===== config.mk =====
export PLATFORM = sky130hd
export DESIGN_NAME = pwm_timer
export DESIGN_NICKNAME = d
export VERILOG_FILES = /design/src/hw/pwm_timer.v
export VERILOG_INCLUDE_DIRS = /design/src /design/src/include
export SDC_FILE = /design/constraint.sdc
export NUM_CORES = 1
export LEC_CHECK = 0
export ABC_AREA = 1
export BUFFER_PORTS_ARGS = -buffer_cell sky130_fd_sc_hd__buf_2
export CORE_MARGIN = 2
export CORE_UTILIZATION = 50
export DETAILED_ROUTE_END_ITERATION = 7
export GPL_TIMING_DRIVEN = 0
export MAX_ROUTING_LAYER = met4
export PLACE_DENSITY = 0.75
export SYNTH_ARGS = -nofsm -noshare
export SYNTH_HDL_FRONTEND = slang
export SYNTH_SLANG_ARGS = --single-unit
export TNS_END_PERCENT = 50

===== constraint.sdc =====
create_clock -name pclk -period 1.8 [get_ports pclk]
set_clock_uncertainty 0.05 [all_clocks]
set_input_delay 0 -clock pclk [delete_from_list [all_inputs] [get_ports pclk]]
set_output_delay 0 -clock pclk [all_outputs]
set_load 0.01 [all_outputs]

===== src/include/pwm_timer_defs.vh =====
// Constants for the autoreload PWM timer with dead time and break
`ifndef PWM_TIMER_DEFS_VH
`define PWM_TIMER_DEFS_VH

// Register byte offsets on APB
`define OFS_CTRL 6'h00
`define OFS_ARR1 6'h04
`define OFS_ARR2 6'h08
`define OFS_DUTY0 6'h0C
`define OFS_DUTY1 6'h10
`define OFS_DUTY2 6'h14
`define OFS_DUTY3 6'h18
`define OFS_OUTCTL 6'h1C
`define OFS_DEADTIME 6'h20
`define OFS_BRK1 6'h24
`define OFS_BRK2 6'h28
`define OFS_BRKEN 6'h2C
`define OFS_STATUS 6'h30

// Control register fields
`define CTRL_CNT2_EN 0
`define CTRL_PRIMARY_TRANSFER_ENABLE 1
`define CTRL_SECONDARY_TRANSFER_ENABLE 2
`define CTRL_FORCE1 3
`define CTRL_FORCE2 4
`define CTRL_SLOW 5
`define CTRL_RESET 6'h06

// Break control fields
`define BRK_PIN_EN 0
`define BRK_SRC_SEL 1
`define BRK_LEVEL 2
`define BRK_ACTIVE 3
`define BRK_PAT_LSB 4
`define BRK_PAT_MSB 7

// Dead time register fields
`define DT_EN 7
`define DT_CNT_MSB 6

// Counter limits
`define CNT_MAX 12'hFFF
`define CNT_ZERO 12'h000
`define STATUS_CNT2_LSB 16

// Slow timebase: period in microseconds, clock in MHz
`define TIMEBASE_US 1000
`define CLK_MHZ 100

`endif

===== src/hw/pwm_timer.v =====
// Dual 12-bit autoreload PWM timer with dead time, polarity and break, APB slave
//
// Design decisions made here: the APB register port and the register addresses.
`timescale 1ns/1ns
`include "pwm_timer_defs.vh"
module pwm_timer #(
  parameter CW = 12,
  parameter SLOW_CYCLES = `TIMEBASE_US * `CLK_MHZ
) (
  input wire pclk,
  input wire presetn,
  input wire psel,
  input wire penable,
  input wire pwrite,
  input wire [5:0] paddr,
  input wire [31:0] pwdata,
  output reg [31:0] prdata,
  output wire pready,
  output wire pslverr,
  input wire [1:0] break_input,
  input wire [1:0] break_alt_input,
  output reg [3:0] pwm_out
);

  ////////////////////////////////////////////////////////////////////////////
  // Helpers

  // Channel k follows counter2 only in dual mode, upper pair
  function sel_cnt2;
    input integer k;
    input cnt2_en;
    begin
      sel_cnt2 = cnt2_en && (k >= 2);
    end
  endfunction

  ////////////////////////////////////////////////////////////////////////////
  // Registers

  reg [5:0] ctrl_q;
  reg [CW-1:0] arr1_q;
  reg [CW-1:0] arr2_q;
  reg [CW-1:0] duty_pre_q [0:3];
  reg [CW-1:0] duty_act_q [0:3];
  reg [3:0] output_enable_q;
  reg [3:0] pol_pre_q;
  reg [3:0] pol_act_q;
  reg [7:0] dead_time_reg_q;
  reg [7:0] dt_act_q;
  reg [7:0] brk1_q;
  reg [2:0] brk2_q;
  reg [1:0] break_active_q;
  reg [1:0] brk_cnt_en_q;
  reg [CW-1:0] cnt1_q;
  reg [CW-1:0] cnt2_q;
  reg [16:0] slow_q;
  reg [3:0] raw_q;
  reg raw0_prev_q;
  reg [6:0] dt_left_q;
  reg [1:0] force_q;

  wire counter2_enable = ctrl_q[`CTRL_CNT2_EN];
  wire slow_mode = ctrl_q[`CTRL_SLOW];
  wire wr_en = psel & penable & pwrite;
  wire setup = psel & ~penable;

  ////////////////////////////////////////////////////////////////////////////
  // APB decode

  reg addr_ok;
  always @* begin
    case (paddr)
      `OFS_CTRL, `OFS_ARR1, `OFS_ARR2, `OFS_DUTY0, `OFS_DUTY1, `OFS_DUTY2,
      `OFS_DUTY3, `OFS_OUTCTL, `OFS_DEADTIME, `OFS_BRK1, `OFS_BRK2,
      `OFS_BRKEN, `OFS_STATUS: addr_ok = 1'b1;
      default: addr_ok = 1'b0;
    endcase
  end

  // Zero wait state; unmapped addresses error in access phase
  assign pready = 1'b1;
  assign pslverr = psel & penable & ~addr_ok;

  // Read data captured at setup so it comes from a flop
  always @(posedge pclk or negedge presetn) begin
    if (!presetn) begin
      prdata <= 32'h0000_0000;
    end else if (setup && !pwrite) begin
      case (paddr)
        `OFS_CTRL: prdata <= {26'h0, ctrl_q[`CTRL_SLOW], 2'b00, ctrl_q[2:0]};
        `OFS_ARR1: prdata <= {20'h0, arr1_q};
        `OFS_ARR2: prdata <= {20'h0, arr2_q};
        `OFS_DUTY0: prdata <= {20'h0, duty_pre_q[0]};
        `OFS_DUTY1: prdata <= {20'h0, duty_pre_q[1]};
        `OFS_DUTY2: prdata <= {20'h0, duty_pre_q[2]};
        `OFS_DUTY3: prdata <= {20'h0, duty_pre_q[3]};
        `OFS_OUTCTL: prdata <= {24'h0, pol_pre_q, output_enable_q};
        `OFS_DEADTIME: prdata <= {24'h0, dead_time_reg_q};
        `OFS_BRK1: prdata <= {24'h0, brk1_q[7:4], break_active_q[0], brk1_q[2:0]};
        `OFS_BRK2: prdata <= {28'h0, break_active_q[1], brk2_q};
        `OFS_BRKEN: prdata <= {30'h0, brk_cnt_en_q};
        `OFS_STATUS: prdata <= {4'h0, cnt2_q, 4'h0, cnt1_q};
        default: prdata <= 32'h0000_0000;
      endcase
    end
  end

  ////////////////////////////////////////////////////////////////////////////
  // Break detection and gating

  wire [1:0] brk_pin_en = {brk2_q[`BRK_PIN_EN], brk1_q[`BRK_PIN_EN]};
  wire [1:0] brk_src = {brk2_q[`BRK_SRC_SEL], brk1_q[`BRK_SRC_SEL]};
  wire [1:0] brk_lvl = {brk2_q[`BRK_LEVEL], brk1_q[`BRK_LEVEL]};
  wire [1:0] brk_sel_in = (brk_src & break_alt_input) | (~brk_src & break_input);
  wire [1:0] brk_hit = brk_pin_en & ~(brk_sel_in ^ brk_lvl);
  wire brk_any = |break_active_q;
  wire brk_a = brk_any & brk_cnt_en_q[0];
  wire brk_b = brk_any & (counter2_enable ? brk_cnt_en_q[1] : brk_cnt_en_q[0]);
  wire brk_on = brk_a | brk_b;
  wire wr_brk1 = wr_en && (paddr == `OFS_BRK1);
  wire wr_brk2 = wr_en && (paddr == `OFS_BRK2);

  // Hardware set beats a software clear in the same cycle
  always @(posedge pclk or negedge presetn) begin
    if (!presetn) begin
      break_active_q <= 2'b00;
    end else begin
      break_active_q[0] <= brk_hit[0] |
        (wr_brk1 ? pwdata[`BRK_ACTIVE] : break_active_q[0]);
      break_active_q[1] <= brk_hit[1] |
        (wr_brk2 ? pwdata[`BRK_ACTIVE] : break_active_q[1]);
    end
  end

  ////////////////////////////////////////////////////////////////////////////
  // Timebase and counters

  wire slow_tick = (slow_q == SLOW_CYCLES[16:0] - 17'h00001);
  wire adv = slow_mode ? slow_tick : 1'b1;
  wire adv1 = adv & ~brk_a;
  wire adv2 = adv & ~brk_b & counter2_enable;
  wire ovf1 = (adv1 && cnt1_q == `CNT_MAX) || force_q[0];
  wire ovf2 = ((adv2 && cnt2_q == `CNT_MAX) || force_q[1]) && counter2_enable;

  // Divider for the slow timebase tick
  always @(posedge pclk or negedge presetn) begin
    if (!presetn) begin
      slow_q <= 17'h00000;
    end else if (!slow_mode || slow_tick) begin
      slow_q <= 17'h00000;
    end else begin
      slow_q <= slow_q + 17'h00001;
    end
  end

  // Counters reload from autoreload, so period is 4096 minus it
  always @(posedge pclk or negedge presetn) begin
    if (!presetn) begin
      cnt1_q <= `CNT_ZERO;
      cnt2_q <= `CNT_ZERO;
    end else begin
      if (brk_a) begin
        cnt1_q <= `CNT_ZERO;
      end else if (ovf1) begin
        cnt1_q <= arr1_q;
      end else if (adv1) begin
        cnt1_q <= cnt1_q + 12'h001;
      end
      if (brk_b || !counter2_enable) begin
        cnt2_q <= `CNT_ZERO;
      end else if (ovf2) begin
        cnt2_q <= arr2_q;
      end else if (adv2) begin
        cnt2_q <= cnt2_q + 12'h001;
      end
    end
  end

  ////////////////////////////////////////////////////////////////////////////
  // Software registers

  always @(posedge pclk or negedge presetn) begin
    if (!presetn) begin
      ctrl_q <= `CTRL_RESET;
      force_q <= 2'b00;
      arr1_q <= `CNT_ZERO;
      arr2_q <= `CNT_ZERO;
      output_enable_q <= 4'h0;
      pol_pre_q <= 4'h0;
      dead_time_reg_q <= 8'h00;
      brk1_q <= 8'h00;
      brk2_q <= 3'h0;
      brk_cnt_en_q <= 2'b00;
    end else begin
      force_q <= 2'b00;
      if (wr_en) begin
        case (paddr)
          `OFS_CTRL: begin
            ctrl_q <= {pwdata[`CTRL_SLOW], 2'b00, pwdata[2:0]};
            force_q <= {pwdata[`CTRL_FORCE2], pwdata[`CTRL_FORCE1]};
          end
          `OFS_OUTCTL: begin
            output_enable_q <= pwdata[3:0];
            pol_pre_q <= pwdata[7:4];
          end
          `OFS_DEADTIME: dead_time_reg_q <= pwdata[7:0];
          `OFS_BRK1: brk1_q <= pwdata[7:0];
          `OFS_BRK2: brk2_q <= pwdata[2:0];
          `OFS_BRKEN: brk_cnt_en_q <= pwdata[1:0];
          default: ;
        endcase
      end
      // Break holds reloads at reset value and wins over writes
      if (brk_on) begin
        arr1_q <= `CNT_ZERO;
        arr2_q <= `CNT_ZERO;
      end else if (wr_en && paddr == `OFS_ARR1) begin
        arr1_q <= pwdata[CW-1:0];
      end else if (wr_en && paddr == `OFS_ARR2) begin
        arr2_q <= pwdata[CW-1:0];
      end
    end
  end

  ////////////////////////////////////////////////////////////////////////////
  // Per-channel duty, polarity and raw waveform

  genvar k;
  generate
    for (k = 0; k < 4; k = k + 1) begin : g_ch
      wire use2 = sel_cnt2(k, counter2_enable);
      wire ch_ovf = use2 ? ovf2 : ovf1;
      wire ch_tran = use2 ? ctrl_q[`CTRL_SECONDARY_TRANSFER_ENABLE] : ctrl_q[`CTRL_PRIMARY_TRANSFER_ENABLE];
      wire [CW-1:0] ch_cnt = use2 ? cnt2_q : cnt1_q;
      localparam integer DUTY_OFS_I = `OFS_DUTY0 + k * 4;
      wire [5:0] duty_ofs = DUTY_OFS_I[5:0];

      // Preload, transfer at overflow when enabled
      always @(posedge pclk or negedge presetn) begin
        if (!presetn) begin
          duty_pre_q[k] <= `CNT_ZERO;
          duty_act_q[k] <= `CNT_ZERO;
          pol_act_q[k] <= 1'b0;
        end else if (brk_on) begin
          duty_pre_q[k] <= `CNT_ZERO;
          duty_act_q[k] <= `CNT_ZERO;
        end else begin
          if (wr_en && paddr == duty_ofs) begin
            duty_pre_q[k] <= pwdata[CW-1:0];
          end
          if (ch_ovf && ch_tran) begin
            duty_act_q[k] <= duty_pre_q[k];
            pol_act_q[k] <= pol_pre_q[k];
          end
        end
      end

      // High at overflow, low at duty match; needs duty at or above reload
      always @(posedge pclk or negedge presetn) begin
        if (!presetn) begin
          raw_q[k] <= 1'b0;
        end else if (ch_ovf) begin
          raw_q[k] <= 1'b1;
        end else if (ch_cnt == duty_act_q[k]) begin
          raw_q[k] <= 1'b0;
        end
      end
    end
  endgenerate

  ////////////////////////////////////////////////////////////////////////////
  // Dead time on the first pair

  wire [6:0] dt_count = dt_act_q[`DT_CNT_MSB:0];
  wire dt_en = dt_act_q[`DT_EN] & ~slow_mode;
  wire dt_zero = dt_act_q[`DT_EN] && (dt_count == 7'h00);
  wire raw0_edge = raw_q[0] ^ raw0_prev_q;

  // Setting buffered so a cycle in progress is not deformed
  always @(posedge pclk or negedge presetn) begin
    if (!presetn) begin
      dt_act_q <= 8'h00;
    end else if (ovf1) begin
      dt_act_q <= dead_time_reg_q;
    end
  end

  // Gap counted in primary counter ticks after each raw edge;
  // the edge cycle itself is the first tick of the gap
  always @(posedge pclk or negedge presetn) begin
    if (!presetn) begin
      raw0_prev_q <= 1'b0;
      dt_left_q <= 7'h00;
    end else begin
      raw0_prev_q <= raw_q[0];
      if (raw0_edge) begin
        dt_left_q <= dt_count - 7'h01;
      end else if (adv1 && dt_left_q != 7'h00) begin
        dt_left_q <= dt_left_q - 7'h01;
      end
    end
  end

  // Output 0 rises gap after overflow, output 1 gap after duty match
  wire gap_over = ~raw0_edge & (dt_left_q == 7'h00);
  wire [1:0] pair_dt = {~raw_q[0] & gap_over, raw_q[0] & gap_over};
  wire [1:0] pair = dt_zero ? 2'b00 : (dt_en ? pair_dt : raw_q[1:0]);
  // Inversion follows dead time, so inverted pair may overlap
  wire [3:0] shaped = {raw_q[3:2], pair} ^ pol_act_q;

  ////////////////////////////////////////////////////////////////////////////
  // Output stage: break pattern after inverter, enables last

  wire [3:0] brk_mask = {brk_b, brk_b, brk_a, brk_a};
  wire [3:0] pattern = brk1_q[`BRK_PAT_MSB:`BRK_PAT_LSB];

  always @(posedge pclk or negedge presetn) begin
    if (!presetn) begin
      pwm_out <= 4'h0;
    end else begin
      pwm_out <= output_enable_q &
        ((brk_mask & pattern) | (~brk_mask & shaped));
    end
  end

endmodule // pwm_timer


==> parameters.txt, run 1 <==
Parameter                              Value

Outcome
  Status ... complete, but fails checks
  Violations in the final reports ... negative hold slack, negative setup slack

Clock tree
  Clk pin slew, worst setup/hold paths ... 0.06 ns
  TritonCTS clock tree ... built
  Number of H-tree levels ... 1
  Number of clock buffers inserted by TritonCTS ... 27
  Worst-Skew Late Latency ... 0.55 ns
  Cell at the root of the clock tree ... sky130_fd_sc_hd__clkbuf_16
  Clock Sinks ... 249
  Buffer depth of the longest clock path ... 3

Place
  Port Buffer Count ... 55
  Last weighted congestion value of the routability-driven placer ... 1.03
  Dpl hpwl ... 28.9 mm

Logic synthesis
  Proportion of netlist area held by the largest area contributor ... 0.498
  Cells taking the most area after synthesis ... sky130_fd_sc_hd__dfrtp_1 (50%), sky130_fd_sc_hd__nand2_1 (11%), sky130_fd_sc_hd__o21ai_0 (8.4%)
  Share of cell area taken by muxes after synthesis ... 0.00161
  Share of synthesized registers carrying an async set or reset ... 1.00
  Average footprint of a synthesized cell ... 8.18 um^2
  Number of distinct library cells after synthesis ... 49
  Count of flip-flops with a built-in enable after synthesis ... 0
  Xor/xnor cell area share of the yosys netlist ... 0.0494
  Share of the synthesized area in compound gates (AO/OA/AOI/OAI) ... 0.136
  Sequential element share of the synthesized area ... 0.503
  Largest family of logic cells by synthesized area ... simple AND/OR/NAND/NOR gates
  Post-synth design cell area ... 12400 um^2
  Top_reg_cell synth ... sky130_fd_sc_hd__dfrtp_1
  Leading area contributor after synthesis ... sky130_fd_sc_hd__dfrtp_1
  Fraction of the mapped netlist area in adder cells ... 0.00404
  Post-Syn Instances ... 1516
  Flip-flop and latch count after synthesis ... 249
  Warnings from Yosys ... 0
  Simple-gate area share of the yosys netlist ... 0.225

Critical path
  RR Startpoint ... cnt1_q[1]
  Worst reg-to-reg path cell count ... 11
  Terminus of the critical flop-to-flop path ... cnt1_q[0]
  Maximum fanout along the worst path ... 8
  Arrival time at the worst endpoint ... 2.40 ns
  Type of the setup path with the least slack ... reg2reg
  Flop-to-flop setup slack ... -0.25 ns
  Data required time at the worst endpoint ... 2.15 ns
  Startpoint class of the critical path ... flip-flop
  Launch point of the critical path ... cnt1_q[1]
  Kind of end point of the critical path ... flip-flop

Timing
  Post-route fraction of the period consumed by the critical path ... 1.14
  Number of hold-slack violations in the final timing report ... 53
  Slew Viols, Final ... 0
  Final setup fails ... 150
  Rel. slew slack ... 0.260
  Setup_tns ... -19.41 ns
  Actual transition at the worst max-transition pin ... 1.10 ns
  Worst hold slack ... -0.0489 ns
  RSZ-0062 raised after global routing ... yes
  Max Clock Freq ... 488 MHz
  Final critical path time including I/O delays and setup ... 2.05 ns
  Final Worst Setup Slack ... -0.251 ns

Power
  Power Internal ... 11.9 mW
  Clk pwr share ... 0.340
  Portion of total power attributed to combinational logic ... 0.243
  Switching Share ... 0.335
  VDD IR-drop max ... 0.613 mV
  Psw ... 6.00 mW
  PnR Total Power ... 17.9 mW
  Power density normalized to cell area ... 1120 nW/um^2
  Leak ... 7.54 nW
  Fraction of power consumed by sequential logic ... 0.417

Global routing
  GRT Total Usage ... 0.331
  Global-route wire length before repair ... 65.2 mm
  Antenna violations before repair ... 0
  Sum of overflow across all layers after global routing ... 0
  Vias in the first global route ... 11600
  Maximum number of pins on one net before global-route repair ... 97

Floorplanning
  Placeable Area ... 24300 um^2
  Boundary pin count ... 85
  Initial Util ... 0.510
  Die boundary height ... 161 um
  Count of standard-cell rows ... 57
  Die span in x ... 161 um
  Die area ... 26100 um^2

Layout
  Area growth from synthesis to final layout ... 28.4%
  Final net count ... 1747
  ANT cells ... 0
  Fraction of layout cells with a size suffix above 1 ... 0.223

Drt
  Number of DRC violations after detailed-routing iteration 0 ... 1513
  Number of detailed-routing iterations run before antenna repair ... 6
  Antenna Nets Post-Route ... 0
  Routed length per instance ... 20.5 um
  Detailed-route DRC error count ... 0
  Via-to-Cell Ratio ... 5.79
  Via count of the routed design ... 11800
  Total detailed-routing wirelength ... 41.9 mm

Flow run
  Max-cap violation count ... 0

Hold path
  Worst hold path type ... in2async
[cell type report]
type,instances,area (um^2)
flip-flops and latches,249,6250
plain buffers,71,594
multi-input cells,1036,5870
clock buffers,37,783
fillers,1926,8400
repair buffers,144,1180
well taps,324,405
inverters,167,657
clock inverters,12,191
[power groups by stage]
| stage | Combinational (mW) | Clock [mW] | Sequential (mW) |
|---|---|---|---|
| after floorplan | 2.35 | 0 | 7.20 |
| after global placement | 3.38 | 0 | 7.48 |
| after detailed placement | 3.48 | 0 | 7.51 |
| after CTS | 4.06 | 6.09 | 7.40 |
| after global routing | 4.73 | 6.35 | 7.54 |
| final | 4.35 | 6.08 | 7.47 |
[layer usage]
layer	share of wire	vias up	GRT usage
li1	-	5361	-
met1	0.41	5673	0.447
met2	0.46	665	0.508
met3	0.094	111	0.0565
met4	0.038	0	0.122
met5	0	-	-
[stage by stage]
| stage | util | worst slack, ns | area [um^2] | std cells | hold WS (ns) |
|---|---|---|---|---|---|
| 2_1_floorplan | - | -0.000832 | 12500 | 1523 | -0.346 |
| 3_3_place_gp | 0.541 | -3.79 | 13200 | 1902 | 0.175 |
| 3_5_place_dp | 0.544 | -0.589 | 13200 | 1904 | -0.0618 |
| 4_1_cts | 0.638 | -0.163 | 15500 | 2026 | -0.0221 |
| 5_1_grt | 0.655 | -0.322 | 15900 | 2040 | 0.0139 |
| 6_report | 0.655 | -0.251 | 15900 | 2040 | -0.0489 |
[Yosys cell counts (all sizes together) (7+ instances only)]
| cell type | instances |
|---|---|
| nor3 | 28 |
| o21ai | 221 |
| nor2 | 99 |
| a221oi | 7 |
| o22ai | 23 |
| xnor2 | 17 |
| buf | 43 |
| xor2 | 53 |
| a21oi | 32 |
| nor4 | 7 |
| inv | 166 |
| dfrtp | 247 |
| clkbuf | 29 |
| nand2 | 352 |
| nand4 | 42 |
| nand3 | 104 |
[timing repair]
item,CTS,global route
cloned,11,3
hold buffers,23,0
hold endpoints to repair,226,0
resized for setup,221,117
pin swaps,35,9
setup buffers,40,11
endpoints found under the setup margin,176,172
[flip-flops by register name (all words and copies together), names as in the netlist, 7 cells and up]
signal,flops
arr1_q,12
duty_pre_q,48
brk1_q,7
dead_time_reg_q,8
arr2_q,12
cnt1_q,12
cnt2_q,12
dt_act_q,8
dt_left_q,7
prdata,24
duty_act_q,48
slow_q,17
[layout by cell type (no fill, tap or decap), types with 7 or more instances in the layout]
cell                            instances
sky130_fd_sc_hd__clkbuf_8              11
sky130_fd_sc_hd__buf_2                 57
sky130_fd_sc_hd__nand2_2               22
sky130_fd_sc_hd__nand2_1              320
sky130_fd_sc_hd__o21ai_4                8
sky130_fd_sc_hd__o21ai_2               14
sky130_fd_sc_hd__clkbuf_1              17
sky130_fd_sc_hd__xnor2_1               16
sky130_fd_sc_hd__a221oi_1               7
sky130_fd_sc_hd__xor2_1                53
sky130_fd_sc_hd__nand4_1               42
sky130_fd_sc_hd__inv_1                145
sky130_fd_sc_hd__o21ai_0              148
sky130_fd_sc_hd__nand3_4                8
sky130_fd_sc_hd__clkbuf_16             30
sky130_fd_sc_hd__dfrtp_2               11
sky130_fd_sc_hd__dfrtp_1              236
sky130_fd_sc_hd__buf_4                 56
sky130_fd_sc_hd__nand3_2               11
sky130_fd_sc_hd__inv_2                 16
sky130_fd_sc_hd__nand3_1               86
sky130_fd_sc_hd__nor2_1                80
sky130_fd_sc_hd__o21ai_1               51
sky130_fd_sc_hd__dlygate4sd3_1         23
sky130_fd_sc_hd__o22ai_1               17
sky130_fd_sc_hd__buf_6                 36
sky130_fd_sc_hd__a21oi_1               23
sky130_fd_sc_hd__conb_1                 9
sky130_fd_sc_hd__nor3_1                19
sky130_fd_sc_hd__nor2_2                14
[critical path: stages, from the launching register on]
cell	delay, ns
sky130_fd_sc_hd__dfrtp_2	0.37
sky130_fd_sc_hd__ha_2	0.19
sky130_fd_sc_hd__nand2_2	0.08
sky130_fd_sc_hd__nor2_2	0.16
sky130_fd_sc_hd__nand2_2	0.11
sky130_fd_sc_hd__nor2_4	0.14
sky130_fd_sc_hd__nand3_4	0.11
sky130_fd_sc_hd__nand2_4	0.10
sky130_fd_sc_hd__buf_12	0.17
sky130_fd_sc_hd__clkinvlp_4	0.21
sky130_fd_sc_hd__nor2_2	0.17
sky130_fd_sc_hd__o22ai_2	0.07
[worst max-delay path by stage]
stage / end / slack, ns / depth (start not counted)
after floorplan: dt_left_q[6] / -0.0008 / 10
after global routing: duty_act_q[44] / -0.32 / 11
after CTS: duty_act_q[7] / -0.16 / 12
after global placement: pwm_out[2] / -3.79 / 1
after detailed placement: duty_act_q[26] / -0.59 / 12
final: cnt1_q[0] / -0.25 / 11
[logic make-up (layout without fill, tap and decap cells)]
| logic type | count (synthesis) | after routing |
|---|---|---|
| flip-flops | 249 | 249 |
| multiplexers | 2 | 2 |
| XOR/XNOR | 70 | 70 |
| AO/OA/AOI/OAI | 306 | 306 |
| AND/OR/NAND/NOR | 644 | 645 |
| adder cells (fa/ha/maj) | 4 | 4 |
| other | 2 | 9 |
| buffers and inverters | 239 | 431 |
(Power assumes the default switching activity.)
==> run 2, diff against run 1 <==
CORE_MARGIN = default   (was 2)
RECOVER_POWER = 100   (was default)
==> run 2 against run 1 <==
Net effect: the flow finishes with violations (max-capacitance violations, max-slew violations, negative setup slack); register-to-register slack about the same; power up 1.6%; sequential power about the same; utilization down 0.34 points; sequential cell count unchanged; final cell count up 0.34%; via count up 1.1%; first-iteration DRC count down 20%; critical path depth up 1; fmax about the same; sequential share of layout area up 0.18 points; largest power group unchanged.
==> parameters.txt, run 2 (same netlist as run 1, synthesis figures left out) <==
Parameter                              Value

Timing
  Rel. slew slack ... -0.0225 (-0.282)
  Final critical path time including I/O delays and setup ... 2.05 ns (-0.00163 ns)
  Final setup fails ... 166 (+11%)
  Slew Viols, Final ... 113 (+113)
  Actual transition at the worst max-transition pin ... 1.53 ns (+0.432 ns)
  RSZ-0062 raised after global routing ... yes
  Post-route fraction of the period consumed by the critical path ... 1.14 (about the same)
  Number of hold-slack violations in the final timing report ... 0 (-100%)
  Setup_tns ... -20.22 ns (-0.812 ns)
  Worst hold slack ... 0.0478 ns (+0.0968 ns)
  Max Clock Freq ... 488 MHz (about the same)
  Final Worst Setup Slack ... -0.249 ns (+0.00163 ns)

Layout
  Most frequent cells in the layout ... sky130_fd_sc_hd__nand2_1 (319), sky130_fd_sc_hd__dfrtp_1 (240), sky130_fd_sc_hd__inv_1 (147)
  # fillers ... 1994 (+3.5%)
  ANT cells ... 0 (unchanged)
  Fraction of layout cells with a size suffix above 1 ... 0.200 (-0.0224)
  Biggest regs ... duty_act_q x48, duty_pre_q x48, prdata x24
  Final Instance Area ... 15800 um^2 (-0.53%)
  Area growth from synthesis to final layout ... 27.7%
  Final net count ... 1753 (+0.34%)
  Post-Route Utilization ... 0.651 (-0.00345)
  Most common cell after layout, fill and taps aside ... sky130_fd_sc_hd__nand2_1

Floorplanning
  Initial Util ... 0.510 (unchanged)
  Placeable Area ... 24300 um^2 (unchanged)
  Die span in x ... 159 um (-1.2%)
  Die boundary height ... 159 um (-1.2%)
  Count of standard-cell rows ... 57 (unchanged)
  Die area ... 25400 um^2 (-2.5%)
  Boundary pin count ... 85 (unchanged)

Power
  VDD IR-drop max ... 0.805 mV (+31%)
  Leak ... 7.41 nW (-1.7%)
  Power density normalized to cell area ... 1150 nW/um^2 (+2.1%)

Drt
  Total detailed-routing wirelength ... 41.3 mm (-1.4%)
  Via count of the routed design ... 11900 (+1.1%)
  Number of DRC violations after detailed-routing iteration 0 ... 1214 (-20%)
  Antenna Nets Post-Route ... 0 (unchanged)
  Detailed-route DRC error count ... 0 (unchanged)
  Via-to-Cell Ratio ... 5.83 (+0.71%)
  Number of detailed-routing iterations run before antenna repair ... 6 (unchanged)
  Routed length per instance ... 20.2 um (-1.8%)

Clock tree
  TritonCTS clock tree ... built
  Clock Sinks ... 249 (unchanged)
  Cell at the root of the clock tree ... sky130_fd_sc_hd__clkbuf_16
  Number of H-tree levels ... 1 (unchanged)
  Worst-Skew Late Latency ... 0.55 ns (about the same)
  Clk pin slew, worst setup/hold paths ... 0.06 ns (about the same)
  Number of clock buffers inserted by TritonCTS ... 28 (+3.7%)
  Buffer depth of the longest clock path ... 3 (unchanged)

Critical path
  Slowest stage cell, crit path ... sky130_fd_sc_hd__dfrtp_1
  Slowest Stage Delay on Critical Path ... 0.39 ns (+0.02 ns)
  Flop-to-flop setup slack ... -0.25 ns (about the same)
  Startpoint class of the critical path ... flip-flop
  Data required time at the worst endpoint ... 2.23 ns (+0.08 ns)
  Terminus of the critical flop-to-flop path ... duty_act_q[7]
  Kind of end point of the critical path ... flip-flop
  Maximum fanout along the worst path ... 7 (-1)
  Type of the setup path with the least slack ... reg2reg
  Launch point of the critical path ... slow_q[5]
  Arrival time at the worst endpoint ... 2.48 ns (+0.08 ns)
  RR Startpoint ... slow_q[5]
  Worst reg-to-reg path cell count ... 12 (+1)
  Levels on crit path ... 12 (+1)
  Most numerous cell on the critical path ... sky130_fd_sc_hd__nand2_4
  Number of buffer and inverter stages on the critical path ... 2 (unchanged)
  Capture point of the worst path ... duty_act_q[7]
  Worst path cell trace ... or2_1, nor2_2, nand3_4, nand2_4, nand3_4, nand2_4, buf_12, nand2_4, nand2_8, buf_6, nand4_1, nand2_1
  Worst path top cell family by delay ... simple AND/OR/NAND/NOR gates

Global routing
  Global-route layer with the greatest usage ... met2
  GRT met2 Usage ... 0.490 (-0.0173)
  Sum of overflow across all layers after global routing ... 0 (unchanged)
  Met1 routing resource usage after global routing ... 0.446 (about the same)
  Maximum number of pins on one net before global-route repair ... 127 (+31%)
  Vias in the first global route ... 11300 (-1.9%)
  Global-route wire length before repair ... 63.6 mm (-2.4%)
  Antenna violations before repair ... 0 (unchanged)
  GRT Total Usage ... 0.333 (+0.00201)
  Met3 usage ... 0.0745 (+0.0180)

Outcome
  Violations in the final reports ... max-capacitance violations, max-slew violations, negative setup slack
  Status ... complete, but fails checks

Place
  Post-DP Area ... 13200 um^2 (unchanged)
  Port Buffer Count ... 55 (unchanged)
  Last weighted congestion value of the routability-driven placer ... 1.00 (-3.1%)
  Dpl hpwl ... 28.8 mm (-0.53%)

Hold path
  Worst hold path type ... in2reg

Flow run
  Max-cap violation count ... 1 (+1)
[run 2: worst register-to-register path, cell delays in order (launching register included)]
cell,delay (ns)
sky130_fd_sc_hd__dfrtp_1,0.39
sky130_fd_sc_hd__or2_1,0.26
sky130_fd_sc_hd__nor2_2,0.16
sky130_fd_sc_hd__nand3_4,0.10
sky130_fd_sc_hd__nand2_4,0.11
sky130_fd_sc_hd__nand3_4,0.12
sky130_fd_sc_hd__nand2_4,0.12
sky130_fd_sc_hd__buf_12,0.15
sky130_fd_sc_hd__nand2_4,0.07
sky130_fd_sc_hd__nand2_8,0.09
sky130_fd_sc_hd__buf_6,0.13
sky130_fd_sc_hd__nand4_1,0.13
sky130_fd_sc_hd__nand2_1,0.11
[run 2: report_power, final]
group	switching, mW	internal [mW]
logic	2.88	1.62
registers	0.855	6.62
clock network	2.35	3.86
total	6.08	12.1
[run 2: per-stage QoR]
step                      total power [mW]  setup slack [ns]  std cells
after floorplan                       9.56         -0.000832       1523
after global placement                10.8             -3.74       1902
after detailed placement              11.0            -0.634       1904
after CTS                             17.6            -0.169       2032
after global routing                  18.9            -0.329       2047
final                                 18.2            -0.249       2047
[run 2: how the worst min path moves through the flow]
stage,from,endpoint,slack [ns],cells after the start
after floorplan,presetn,arr1_q[0],-0.35,0
after global placement,pwdata[1],brk1_q[1],0.18,3
after detailed placement,presetn,slow_q[9],-0.23,1
after CTS,paddr[4],prdata[27],0.02,5
after global routing,penable,prdata[27],0.05,4
final,penable,prdata[3],0.05,5
[run 2: area by class of cell]
class | count | area (um^2) | area share
Inverter | 167 | 657 | 0.0415
Multi-Input combinational cell | 1035 | 5810 | 0.367
Timing Repair Buffer | 153 | 1130 | 0.0714
Clock inverter | 11 | 191 | 0.0121
Sequential cell | 249 | 6240 | 0.394
Tap cell | 324 | 405 | 0.0256
Clock buffer | 40 | 817 | 0.0516
Buffer | 68 | 588 | 0.0371
[run 2: repair_timing]
item | 4_1_cts | 5_1_grt
buffers inserted | 43 | 16
endpoints found under the hold margin | 323 | 0
setup endpoints to repair | 176 | 185
pin swaps | 21 | 31
resized for setup | 191 | 181
hold buffers | 22 | 0
cloned | 14 | 1
[run 2: layer usage]
layer / vias to the layer above / wire [um]
li1: 5390 / -
met1: 5700 / 16700
met2: 682 / 18200
met3: 163 / 4470
met4: 0 / 1850
met5: - / 0
==> run 3, diff against run 2 <==
CAP_MARGIN = 10   (was default)
PLACE_DENSITY = 0.72   (was 0.75)
clock period = 1.9 ns   (was 1.8 ns; I/O delays follow)
==> run 3 against run 2 <==
Net effect: the run ends with negative hold slack, negative setup slack left; hold slack lost 0.15 ns; global-route usage shrank 0.48 points; sequential cell count is the same; sequential share of layout area grew 1.6 points; sequential power shrank 5.7%; largest power group unchanged.
==> parameters.txt, run 3 (same netlist as run 1, synthesis figures left out) <==
Parameter                              Value

Outcome
  Status ... complete, but fails checks
  Violations in the final reports ... negative hold slack, negative setup slack

Place
  Last weighted congestion value of the routability-driven placer ... 0.985 (-1.7%)
  Post-DP Area ... 13200 um^2 (-0.30%)
  Port Buffer Count ... 55 (unchanged)
  Setup Slack @ Placement ... -0.557 ns (+0.0778 ns)
  Placed Instances ... 1904 (unchanged)
  Dpl hpwl ... 29.2 mm (+1.3%)

Critical path
  Maximum fanout along the worst path ... 10 (+3)
  Worst path cell trace ... inv_4, o22ai_4, nand2_1, nor2_1, nand3_2, nand3_2, nand3_4, clkbuf_8, nand3_1, nand2_1
  Data required time at the worst endpoint ... 2.28 ns (+0.05 ns)
  Type of the setup path with the least slack ... reg2reg
  Worst reg-to-reg path cell count ... 10 (-2)
  Worst path top cell family by delay ... simple AND/OR/NAND/NOR gates
  Flop-to-flop setup slack ... -0.16 ns (+0.09 ns)
  Slowest Stage Delay on Critical Path ... 0.48 ns (+0.09 ns)
  Kind of end point of the critical path ... flip-flop
  Number of buffer and inverter stages on the critical path ... 2 (unchanged)
  Arrival time at the worst endpoint ... 2.43 ns (-0.05 ns)
  Slowest stage cell, crit path ... sky130_fd_sc_hd__dfrtp_1
  Startpoint class of the critical path ... flip-flop
  Terminus of the critical flop-to-flop path ... duty_act_q[16]
  RR Startpoint ... ctrl_q[0]

Drt
  Detailed-route DRC error count ... 0 (unchanged)
  Routed length per instance ... 20.0 um (-1.1%)
  Number of DRC violations after detailed-routing iteration 0 ... 1527 (+26%)
  Number of detailed-routing iterations run before antenna repair ... 6 (unchanged)
  Total detailed-routing wirelength ... 40.4 mm (-2.2%)
  Via-to-Cell Ratio ... 5.74 (-1.5%)
  Via count of the routed design ... 11600 (-2.6%)
  Antenna Nets Post-Route ... 0 (unchanged)

Power
  Clk pwr share ... 0.337 (-0.004)
  Leak ... 7.18 nW (-3.0%)
  Switching Share ... 0.330 (-0.00455)
  Fraction of power consumed by sequential logic ... 0.429 (+0.018)
  Psw ... 5.41 mW (-11%)
  Portion of total power attributed to combinational logic ... 0.234 (-0.013)
  PnR Total Power ... 16.4 mW (-9.7%)
  Power density normalized to cell area ... 1080 nW/um^2 (-6.0%)
  Power Internal ... 11.0 mW (-9.1%)
  VDD IR-drop max ... 0.733 mV (-8.8%)

Layout
  Most common cell after layout, fill and taps aside ... sky130_fd_sc_hd__nand2_1
  ANT cells ... 0 (unchanged)
  Fraction of layout cells with a size suffix above 1 ... 0.152 (-0.0478)
  Number of standard cells in the final layout excluding fillers ... 2023 (-1.2%)
  Most frequent cells in the layout ... sky130_fd_sc_hd__nand2_1 (336), sky130_fd_sc_hd__dfrtp_1 (241), sky130_fd_sc_hd__o21ai_0 (186)
  Final net count ... 1729 (-1.4%)
  Final Instance Area ... 15200 um^2 (-3.9%)
  Biggest regs ... duty_act_q x48, duty_pre_q x48, prdata x24
  Area growth from synthesis to final layout ... 22.7%

Timing
  Rel. slew slack ... 0.328 (+0.351)
  Setup_tns ... -7.83 ns (+12.39 ns)
  Number of hold-slack violations in the final timing report ... 49 (+49)
  Final setup fails ... 104 (-37%)
  Final Worst Setup Slack ... -0.157 ns (+0.0927 ns)
  Worst hold slack ... -0.101 ns (-0.149 ns)
  Final critical path time including I/O delays and setup ... 2.06 ns (+0.00728 ns)
  Max Clock Freq ... 486 MHz (-0.35%)
  Post-route fraction of the period consumed by the critical path ... 1.08 (-0.0561)
  RSZ-0062 raised after global routing ... yes
  Slew Viols, Final ... 0 (-100%)
  Actual transition at the worst max-transition pin ... 1.01 ns (-0.526 ns)

Global routing
  Sum of overflow across all layers after global routing ... 0 (unchanged)
  Vias in the first global route ... 11300 (-0.84%)
  GRT Total Usage ... 0.329 (-0.00475)
  Antenna violations before repair ... 0 (unchanged)
  Maximum number of pins on one net before global-route repair ... 119 (-6.3%)
  Global-route wire length before repair ... 62.9 mm (-1.1%)

Clock tree
  Hold-fix buffer count after cts ... 20 (-9.1%)
  Cell at the root of the clock tree ... sky130_fd_sc_hd__clkbuf_16
  Clock Sinks ... 249 (unchanged)
  TritonCTS clock tree ... built
  Number of H-tree levels ... 1 (unchanged)
  Buffer depth of the longest clock path ... 3 (unchanged)
  Number of clock buffers inserted by TritonCTS ... 28 (unchanged)
  Clk pin slew, worst setup/hold paths ... 0.06 ns (about the same)
  Worst-Skew Late Latency ... 0.54 ns (about the same)

Hold path
  Worst hold path type ... in2async

Floorplanning
  Count of standard-cell rows ... 57 (unchanged)
  Boundary pin count ... 85 (unchanged)
  Die boundary height ... 159 um (unchanged)
  Initial Util ... 0.510 (unchanged)
  Die area ... 25400 um^2 (unchanged)
  Die span in x ... 159 um (unchanged)
  Placeable Area ... 24300 um^2 (unchanged)

Flow run
  Max-cap violation count ... 0 (-1)
==> run 3: final cells by class <==
cell class                 count  area [um^2]
clock buffer                  39          773
fill                        2163         9100
inverter                     167          649
tap                          324          405
timing repair buffer         125          877
multi-input combinational   1036         5550
buffer                        71          556
sequential                   249         6240
clock inverter                12          160
==> run 3: timing repair <==
| action | in CTS | in global routing |
|---|---|---|
| setup endpoints to repair | 175 | 191 |
| resized for setup | 137 | 76 |
| hold endpoints to repair | 201 | 49 |
| pin swaps | 21 | 15 |
| setup buffers | 22 | 16 |
| cloned | 8 | 3 |
==> run 3: worst reg2reg max path, delay by kind of cell (launching register included) <==
kind            cells  cell delay (ns)
flops               1             0.48
compound gates      1             0.16
buf+inv             2             0.32
simple gates        7             0.94
==> run 3: power by group through the flow <==
stage	clock network, mW	registers (mW)	logic, mW
after floorplan	0	6.82	2.20
after global placement	0	7.09	3.18
after detailed placement	0	7.10	3.26
after CTS	5.60	7.00	3.61
after global routing	5.82	7.12	4.20
final	5.53	7.05	3.84
==> run 3: metrics by stage <==
stage          hold WS [ns]  utilization
5_1_grt             -0.0727        0.626
3_3_place_gp          0.173        0.539
6_report             -0.101        0.626
3_5_place_dp         -0.120        0.542
4_1_cts             -0.0889        0.614
2_1_floorplan        -0.346            -
==> run 3: routing by layer <==
layer	up-vias	track usage	wire, um
met5	-	-	0
met4	0	0.121	1600
met3	110	0.0581	3550
met2	581	0.498	18100
met1	5610	0.442	17200
li1	5318	-	-
==> run 3: how the worst max path moves through the flow <==
stage,start,cells after the start,slack (ns),to
after global routing,ctrl_q[0],10,-0.26,duty_act_q[22]
after detailed placement,slow_q[0],9,-0.56,cnt2_q[5]
after floorplan,raw_q[0],10,0.03,dt_left_q[6]
final,ctrl_q[0],10,-0.16,duty_act_q[16]
after CTS,slow_q[5],12,-0.12,duty_act_q[12]
after global placement,presetn,1,-3.72,raw_q[2]
